`src/include/rcs_pkg.sv`:
```
/*
  Package of the receiver control sequencer: packet layout, setting indices,
  reset values, the state encoding and the step time unit.
  Assumes a 125 MHz system clock.
*/
package rcs_pkg;

  // ==========================================================
  // Packet layout
  localparam int PKT_ID_MSB = 31;
  localparam int PKT_ID_LSB = 24;
  localparam int PKT_ENABLE_BIT = 23;
  localparam int PKT_LBC_BIT = 19;
  localparam int PKT_B1_MSB = 15;
  localparam int PKT_B1_LSB = 8;
  localparam int PKT_B0_MSB = 7;
  localparam int PKT_B0_LSB = 0;

  // ==========================================================
  // Packet identifiers
  localparam logic [7:0] ID_LINE_OVERRIDE = 8'h0F;
  localparam logic [7:0] ID_SETTING_FIRST = 8'h10;
  localparam logic [7:0] ID_SETTING_LAST = 8'h1B;
  localparam logic [7:0] ID_SHUT_FIRST = 8'h1A;

  // ==========================================================
  // Setting indices (identifier minus the first setting identifier)
  localparam int NUM_SETTINGS = 12;
  localparam logic [3:0] IDX_OFF = 4'h0;
  localparam logic [3:0] IDX_WARM_FIRST = 4'h1;
  localparam logic [3:0] IDX_WARM_LAST = 4'h5;
  localparam logic [3:0] IDX_SYNC = 4'h6;
  localparam logic [3:0] IDX_SHUT_FIRST = 4'hA;
  localparam logic [3:0] IDX_SHUT_LAST = 4'hB;

  // ==========================================================
  // Step time field masks
  localparam logic [7:0] STEP_MASK_OFF = 8'hFF;
  localparam logic [7:0] STEP_MASK_ON = 8'h7F;
  localparam logic [7:0] STEP_MASK_SHUT = 8'h3F;

  // ==========================================================
  // Reset values
  localparam logic [7:0] RST_STEP_TIME = 8'h01;
  localparam logic [7:0] RST_PATTERN = 8'h00;
  localparam logic [7:0] RST_FORCE = 8'h00;

  // ==========================================================
  // Timing
  localparam int CLK_PERIOD_NS = 8;
  localparam int STEP_UNIT_US = 625;
  localparam int STEP_UNIT_CYCLES = STEP_UNIT_US * 1000 / CLK_PERIOD_NS;

  // ==========================================================
  // Types
  typedef struct packed {
    logic stepEnable;
    logic lowBatteryCheck;
    logic [7:0] linePattern;
    logic [7:0] stepTime;
  } rcs_setting_t;

  typedef struct packed {
    logic [7:0] lineForceBits;
    logic [7:0] forcedValues;
  } rcs_override_t;

  localparam rcs_setting_t RST_SETTING = '{1'b0, 1'b0, RST_PATTERN, RST_STEP_TIME};

  typedef enum logic [2:0] {
    RCS_IDLE = 3'h0,
    RCS_OFF = 3'h1,
    RCS_WARM = 3'h3,
    RCS_SYNC = 3'h2,
    RCS_SHUT = 3'h6
  } rcs_state_t;

endpackage

```
`src/verilog/rcs_step_timer.sv`:
```
/*
  Step timer: counts a number of 625 us units after a start pulse and
  pulses done once. Assumes start is a one-cycle pulse; a new start restarts.
*/
`timescale 1ns/1ps

module rcs_step_timer import rcs_pkg::*; #(
  parameter int UNIT_CYCLES = STEP_UNIT_CYCLES
) (
  input wire logic clk,
  input wire logic nrst,
  input wire logic start,
  input wire logic [7:0] units,
  output logic done
);

  // ==========================================================
  // Counters
  logic [19:0] tickReg;
  logic [7:0] unitReg;
  logic runReg;
  logic unitEnd;
  logic [7:0] startUnits;

  // A zero code would mean no wait; hold at least one unit
  assign startUnits = (units == 8'h00) ? 8'h01 : units;
  assign unitEnd = runReg && (tickReg == 20'(UNIT_CYCLES - 1));
  assign done = unitEnd && (unitReg == 8'h01);

  always_ff @(posedge clk or negedge nrst) begin
    if (!nrst) begin
      tickReg <= 20'h00000;
      unitReg <= 8'h00;
      runReg <= 1'b0;
    end else if (start) begin
      tickReg <= 20'h00000;
      unitReg <= startUnits;
      runReg <= 1'b1;
    end else if (unitEnd) begin
      tickReg <= 20'h00000;
      unitReg <= unitReg - 8'h01;
      runReg <= (unitReg != 8'h01);
    end else if (runReg) begin
      tickReg <= tickReg + 20'h00001;
    end
  end

endmodule

```
`src/verilog/rcs_sequencer.sv`:
```
/*
  Receiver control sequencer: takes configuration packets, stores twelve
  receiver settings and a line override, and steps the eight receiver
  control lines through off, warm-up, sync and shutdown.
  Assumes packets arrive as whole 32-bit words with a one-cycle strobe,
  byte 3 in the top bits, and that all inputs are synchronous to clk.
*/
`timescale 1ns/1ps

module rcs_sequencer import rcs_pkg::*; #(
  parameter int UNIT_CYCLES = STEP_UNIT_CYCLES
) (
  input wire logic clk,
  input wire logic nrst,
  input wire logic pktValid,
  input wire logic [31:0] pktData,
  input wire logic receiverOn,
  input wire logic lowBatteryInput,
  input wire logic externalSymbolInHi,
  input wire logic externalSymbolInLo,
  output logic [7:0] receiverControlLines,
  output logic [7:0] receiverControlOeN,
  output logic symbolsValid,
  output logic symbolHi,
  output logic symbolLo,
  output logic lowBatteryLatched,
  output logic lowBatterySampled,
  output rcs_state_t seqState
);

  // ==========================================================
  // Packet decode
  logic [7:0] pktId;
  logic [3:0] pktIdx;
  logic isOverride;
  logic isSetting;
  logic [7:0] stepMask;
  logic pktEnable;
  rcs_setting_t pktSetting;
  rcs_override_t pktOverride;

  assign pktId = pktData[PKT_ID_MSB:PKT_ID_LSB];
  assign pktIdx = 4'(pktId - ID_SETTING_FIRST);
  assign isOverride = pktValid && (pktId == ID_LINE_OVERRIDE);
  assign isSetting = pktValid && (pktId >= ID_SETTING_FIRST) && (pktId <= ID_SETTING_LAST);
  assign stepMask = (pktIdx == IDX_OFF) ? STEP_MASK_OFF :
                    (pktId >= ID_SHUT_FIRST) ? STEP_MASK_SHUT : STEP_MASK_ON;
  // Only warm-up and shutdown packets carry an enable bit
  assign pktEnable = pktData[PKT_ENABLE_BIT] &&
                     (((pktIdx >= IDX_WARM_FIRST) && (pktIdx <= IDX_WARM_LAST)) ||
                      (pktId >= ID_SHUT_FIRST));
  assign pktSetting = '{pktEnable, pktData[PKT_LBC_BIT],
                        pktData[PKT_B1_MSB:PKT_B1_LSB],
                        pktData[PKT_B0_MSB:PKT_B0_LSB] & stepMask};
  assign pktOverride = '{pktData[PKT_B1_MSB:PKT_B1_LSB], pktData[PKT_B0_MSB:PKT_B0_LSB]};

  // ==========================================================
  // Setting store
  // Writes while running are accepted; keeping them out of a live sequence is the host's job.
  rcs_setting_t settingReg [NUM_SETTINGS];
  rcs_override_t overrideReg;

  genvar gi;
  generate
    for (gi = 0; gi < NUM_SETTINGS; gi++) begin : gSetting
      always_ff @(posedge clk or negedge nrst) begin
        if (!nrst) begin
          settingReg[gi] <= RST_SETTING;
        end else if (isSetting && (pktIdx == 4'(gi))) begin
          settingReg[gi] <= pktSetting;
        end
      end
    end
  endgenerate

  always_ff @(posedge clk or negedge nrst) begin
    if (!nrst) begin
      overrideReg <= '{RST_FORCE, RST_PATTERN};
    end else if (isOverride) begin
      overrideReg <= pktOverride;
    end
  end

  // ==========================================================
  // Sequencer state
  rcs_state_t state_reg;
  rcs_state_t state_next;
  logic [3:0] idx_reg;
  logic [3:0] idx_next;
  logic timerStart;
  logic timerDone;
  logic settled_reg;
  logic leaving;
  rcs_setting_t cur;
  rcs_setting_t nextWarm;
  rcs_setting_t shutFirst;
  rcs_setting_t shutLast;
  logic shutdownReq;

  assign cur = settingReg[idx_reg];
  assign nextWarm = settingReg[4'(idx_reg + 4'h1)];
  assign shutFirst = settingReg[IDX_SHUT_FIRST];
  assign shutLast = settingReg[IDX_SHUT_LAST];
  assign shutdownReq = !receiverOn && (state_reg != RCS_IDLE) && (state_reg != RCS_SHUT);

  always_comb begin
    state_next = state_reg;
    idx_next = idx_reg;
    if (shutdownReq) begin
      if (shutFirst.stepEnable) begin
        state_next = RCS_SHUT;
        idx_next = IDX_SHUT_FIRST;
      end else begin
        state_next = RCS_IDLE;
        idx_next = IDX_OFF;
      end
    end else begin
      case (state_reg)
        RCS_IDLE: begin
          if (receiverOn) begin
            state_next = RCS_OFF;
            idx_next = IDX_OFF;
          end
        end
        RCS_OFF: begin
          if (timerDone) begin
            if (settingReg[IDX_WARM_FIRST].stepEnable) begin
              state_next = RCS_WARM;
              idx_next = IDX_WARM_FIRST;
            end else begin
              state_next = RCS_SYNC;
              idx_next = IDX_SYNC;
            end
          end
        end
        RCS_WARM: begin
          if (timerDone) begin
            if ((idx_reg != IDX_WARM_LAST) && nextWarm.stepEnable) begin
              idx_next = 4'(idx_reg + 4'h1);
            end else begin
              state_next = RCS_SYNC;
              idx_next = IDX_SYNC;
            end
          end
        end
        RCS_SHUT: begin
          if (timerDone) begin
            if ((idx_reg == IDX_SHUT_FIRST) && shutLast.stepEnable) begin
              idx_next = IDX_SHUT_LAST;
            end else begin
              state_next = RCS_IDLE;
              idx_next = IDX_OFF;
            end
          end
        end
        default: begin
          state_next = state_reg;
          idx_next = idx_reg;
        end
      endcase
    end
  end

  // Timer restarts on every change of state or setting except a return to idle
  assign timerStart = (state_next != RCS_IDLE) && ((state_next != state_reg) || (idx_next != idx_reg));
  assign leaving = (state_next != state_reg) || (idx_next != idx_reg);

  rcs_step_timer #(
    .UNIT_CYCLES(UNIT_CYCLES)
  ) uTimer (
    .clk(clk),
    .nrst(nrst),
    .start(timerStart),
    .units(settingReg[idx_next].stepTime),
    .done(timerDone)
  );

  always_ff @(posedge clk or negedge nrst) begin
    if (!nrst) begin
      state_reg <= RCS_IDLE;
      idx_reg <= IDX_OFF;
    end else begin
      state_reg <= state_next;
      idx_reg <= idx_next;
    end
  end

  // Sync wait over: symbol inputs count as valid until the state is left
  always_ff @(posedge clk or negedge nrst) begin
    if (!nrst) begin
      settled_reg <= 1'b0;
    end else if (state_next != RCS_SYNC) begin
      settled_reg <= 1'b0;
    end else if ((state_reg == RCS_SYNC) && timerDone) begin
      settled_reg <= 1'b1;
    end
  end

  // ==========================================================
  // Low battery sampling
  // Idle is not a timed state, so leaving it takes no sample
  always_ff @(posedge clk or negedge nrst) begin
    if (!nrst) begin
      lowBatteryLatched <= 1'b0;
      lowBatterySampled <= 1'b0;
    end else begin
      lowBatterySampled <= leaving && (state_reg != RCS_IDLE) && cur.lowBatteryCheck;
      if (leaving && (state_reg != RCS_IDLE) && cur.lowBatteryCheck) begin
        lowBatteryLatched <= lowBatteryInput;
      end
    end
  end

  // ==========================================================
  // Control line drive
  logic [7:0] linePattern;
  logic [7:0] lineNext;

  // While idle the receiver sits at the off pattern
  assign linePattern = settingReg[idx_reg].linePattern;
  assign lineNext = (overrideReg.lineForceBits & overrideReg.forcedValues) |
                    (~overrideReg.lineForceBits & linePattern);

  always_ff @(posedge clk or negedge nrst) begin
    if (!nrst) begin
      receiverControlLines <= 8'h00;
      receiverControlOeN <= 8'hFF;
      symbolsValid <= 1'b0;
      symbolHi <= 1'b0;
      symbolLo <= 1'b0;
    end else begin
      receiverControlLines <= lineNext;
      receiverControlOeN <= 8'h00;
      symbolsValid <= settled_reg;
      symbolHi <= settled_reg && externalSymbolInHi;
      symbolLo <= settled_reg && externalSymbolInLo;
    end
  end

  assign seqState = state_reg;

endmodule

```
`config.mk`:
```
export PLATFORM = sky130hd
export DESIGN_NAME = rcs_sequencer
export DESIGN_NICKNAME = d
export VERILOG_FILES = /design/src/include/rcs_pkg.sv /design/src/verilog/rcs_step_timer.sv /design/src/verilog/rcs_sequencer.sv
export SDC_FILE = /design/constraint.sdc
export NUM_CORES = 1
export LEC_CHECK = 0
export BUFFER_PORTS_ARGS = -buffer_cell sky130_fd_sc_hd__buf_4
export CAP_MARGIN = 20
export CORE_UTILIZATION = 45
export DETAILED_ROUTE_END_ITERATION = 7
export HOLD_SLACK_MARGIN = 0.12
export PLACE_DENSITY = 0.73
export SETUP_SLACK_MARGIN = 0.5
export SLEW_MARGIN = 20
export SYNTH_ARGS = -nofsm -noshare
export SYNTH_HDL_FRONTEND = slang
export SYNTH_HIERARCHICAL = 1
export SYNTH_SLANG_ARGS = --single-unit
```
`constraint.sdc`:
```
create_clock -name clk -period 4.3 [get_ports clk]
set_input_delay 0.215 -clock clk [delete_from_list [all_inputs] [get_ports clk]]
set_output_delay 0.215 -clock clk [all_outputs]
set_load 0.02 [all_outputs]
```
==> results.sh <==
export IMPL_p_leak_nw=8.15
export IMPL_die_h_um=181
export IMPL_synth_cells=1232
export IMPL_row_count=65
export IMPL_top_regs="settingReg: 216 flops, uTimer/tickReg: 20 flops, overrideReg: 16 flops"
export IMPL_slew_viol_final=0
export IMPL_start_kind="flip-flop"
export IMPL_max_slew_margin_pct=23.1
export IMPL_route_detailed_drc=0
export IMPL_ys_seq_elements=283
export IMPL_final_common_cell="dfrtp_1"
export IMPL_worstMarginPinSlew_ns=1.15
export IMPL_status="complete, no violations"
export IMPL_initial_utilization_pct=45.8
export IMPL_placed_area_um2=15500
export IMPL_area_delta_synth_final_pct=20.4
export IMPL_async_flop_share_pct=100
export IMPL_p_per_area_nw_per_um2=372
export IMPL_power_mw=6.49
export IMPL_num_io_pins=63
export IMPL_largest_register_ffs=216
export IMPL_instances_no_fill=1767
export IMPL_cts_max_level=1
export IMPL_core_area_um2=31600
export IMPL_cts_tree="done"
export IMPL_pwr_share_seq_pct=44.8
export IMPL_worst_slack_ns=0.0733
export IMPL_combPwrFrac_pct=14.5
export IMPL_synth_edf_count=0
export IMPL_setup_violations=0
export IMPL_period_minus_slack_ns=4.23
export IMPL_rsz0062_at_grt="true"
export IMPL_dr_total_vias=10400
export IMPL_grt_pass1_vias=10600
export IMPL_antenna_found_initial=0
export IMPL_syn_nets=1278
export IMPL_avgRoutedWirePerCell_um=19.7
export IMPL_die_area_um2=32900
export IMPL_final_nets=1389
export IMPL_intPower_mw=4.80
export IMPL_final_cell_mix="dfrtp_1, mux2_2, buf_4"
export IMPL_diodes=0
export IMPL_ys_types=79
export IMPL_cap_violations=0
export IMPL_wl_um=34800
export IMPL_ys_flop_type="dfrtp_1"
export IMPL_antenna_left=0
export IMPL_grt_overflow_total=0
export IMPL_finalHoldViolCount=0
export IMPL_mappedNetlistArea_um2=14500
export IMPL_switching_share_pct=26.0
export IMPL_place_inst=1663
export IMPL_cts_max_path_buffers=3
export IMPL_grt_pass1_wl_um=55800
export IMPL_numCtsBuffers=29
export IMPL_period_share_pct=98.3
export IMPL_vias_per_cell=5.91
export IMPL_grt_max_degree=126
export IMPL_hp_class="primary input to flip-flop"
export IMPL_gp_congestion=0.897
export IMPL_critical_path_max_fanout=8
export IMPL_root_buffer="clkbuf_16"
export IMPL_clkTransAtPathRegs_ns=0.06
export IMPL_gr_usage_all_layers_pct=21.2
export IMPL_critPathCaptureType="flip-flop"
export IMPL_syn_area_per_cell_um2=11.7
export IMPL_p_switching_mw=1.69
export IMPL_pre_cts_slack_ns=0.0126
export IMPL_finClkSkew_ns=0.0134
export IMPL_fin_area_um2=17400
export IMPL_place_hpwl_um=21800
export IMPL_required_ns=4.78
export IMPL_max_freq_mhz=237
export IMPL_layout_drive_gt1_share_pct=40.6
export IMPL_die_w_um=181
export IMPL_clk_latency_ns=0.57
export IMPL_drt_iter0_drc=840
export IMPL_top_register="settingReg"
export IMPL_critical_path_class="flip-flop to flip-flop"
export IMPL_portBuffers=56
export IMPL_cp_data_arrival_time_ns=4.71
export IMPL_ys_seq_area_share_pct=49.1
export IMPL_ir_drop_mv=0.326
export IMPL_clock_sinks=283
export IMPL_clockPowerShare_pct=40.7
export IMPL_yosys_warnings=6
export IMPL_first_pass_iters=7
-- critical path: stages (launching register included) --
cell and delay [ns]:
dfrtp_1 0.42, nor4_4 0.32, and4_4 0.30, nand3_4 0.07
nor4b_4 0.27, buf_6 0.18, buf_6 0.11, nand2_1 0.06
o2111ai_2 0.13, a22o_1 0.27, o21ai_4 0.10, nand2_4 0.14
mux4_2 0.53, a32o_2 0.25, or4_1 0.55, nor4_1 0.25
o21ai_1 0.11, o21ai_0 0.08
-- kinds of logic (layout without fill, tap and decap cells) --
kind of cell    after synthesis  in the layout  share of synthesized area, %
other cells                   1              1                        0.0259
fa+ha+maj                     7              7                         0.606
mux                         273            273                          24.0
xor+xnor                     18             18                          1.09
compound gates              160            160                          7.61
buf+inv                     125            258                          3.82
simple gates                365            365                          13.8
flops                       283            283                          49.1
-- layer usage --
layer	global-route usage [%]	vias to the layer above	routed length [um]
li1	-	4745	-
met1	27.8	5277	14700
met2	36.3	348	17400
met3	2.74	67	1740
met4	6.78	0	890
met5	0	-	0
-- repair_timing --
action / in CTS / in global routing
gates cloned: 0 / 1
hold endpoints to repair: 319 / 0
hold buffers: 24 / 0
setup endpoints to repair: 30 / 30
pin swaps: 18 / 14
resized for setup: 44 / 64
setup buffers: 16 / 8
-- stage by stage --
| step | hold WS (ns) | util, % | setup TNS, ns |
|---|---|---|---|
| after global routing | 0.233 | 55.2 | -0.0156 |
| after detailed placement | 0.418 | 49.2 | 0 |
| after CTS | 0.202 | 54.1 | 0 |
| after global placement | 0.396 | 49.2 | 0 |
| final | 0.219 | 55.2 | 0 |
| after floorplan | -0.0806 | - | 0 |
-- cell type report --
cell class / count / area [um^2]
Clock buffer: 44 / 862
Clock inverter: 9 / 141
Fill cell: 2602 / 14100
Inverter: 28 / 108
Multi-Input combinational cell: 824 / 7140
Sequential cell: 283 / 7100
Tap cell: 402 / 503
Timing Repair Buffer: 177 / 1560
-- worst paths after layout --
check,slack [ns],cells after the start,startpoint,end
worst min-delay path,0.22,3,pktData[25],settingReg[89]
worst max register to register,0.07,17,uTimer/tickReg[10],uTimer/unitReg[0]
worst min register to register,0.43,0,settled_reg,symbolsValid
worst max-delay path,0.07,17,uTimer/tickReg[10],uTimer/unitReg[0]
min in group asynchronous,0.37,2,nrst,lowBatterySampled
max in group asynchronous,2.88,3,nrst,idx_reg[0]
-- synthesized netlist by cell type, types with 9 or more instances --
| library cell | count | area share (%) |
|---|---|---|
| o22ai_1 | 9 | 0.39 |
| o21ai_0 | 47 | 1.6 |
| a31oi_1 | 10 | 0.43 |
| nand4_1 | 9 | 0.39 |
| dfstp_2 | 13 | 2.4 |
| xor2_1 | 10 | 0.61 |
| mux4_2 | 36 | 5.6 |
| mux2_2 | 223 | 17 |
| nand3_1 | 104 | 3.6 |
| clkbuf_1 | 59 | 1.5 |
| nor4_1 | 21 | 0.91 |
| nand2_1 | 68 | 1.8 |
| mux2i_1 | 13 | 0.90 |
| nor2_1 | 55 | 1.4 |
| a21oi_1 | 19 | 0.66 |
| and3_1 | 16 | 0.69 |
| dfrtp_1 | 270 | 47 |
| buf_2 | 20 | 0.69 |
| nor3_1 | 15 | 0.52 |
| and2_1 | 28 | 1.2 |
| inv_1 | 28 | 0.73 |
-- power by group through the flow --
stage | combinational, mW | sequential, mW | clock [mW]
after floorplan | 0.496 | 2.93 | 0
after global placement | 0.759 | 2.94 | 0
after detailed placement | 0.776 | 2.95 | 0
after CTS | 0.849 | 2.90 | 2.69
after global routing | 1.02 | 2.92 | 2.80
final | 0.941 | 2.91 | 2.64
Power figures use the tool's default switching activity.
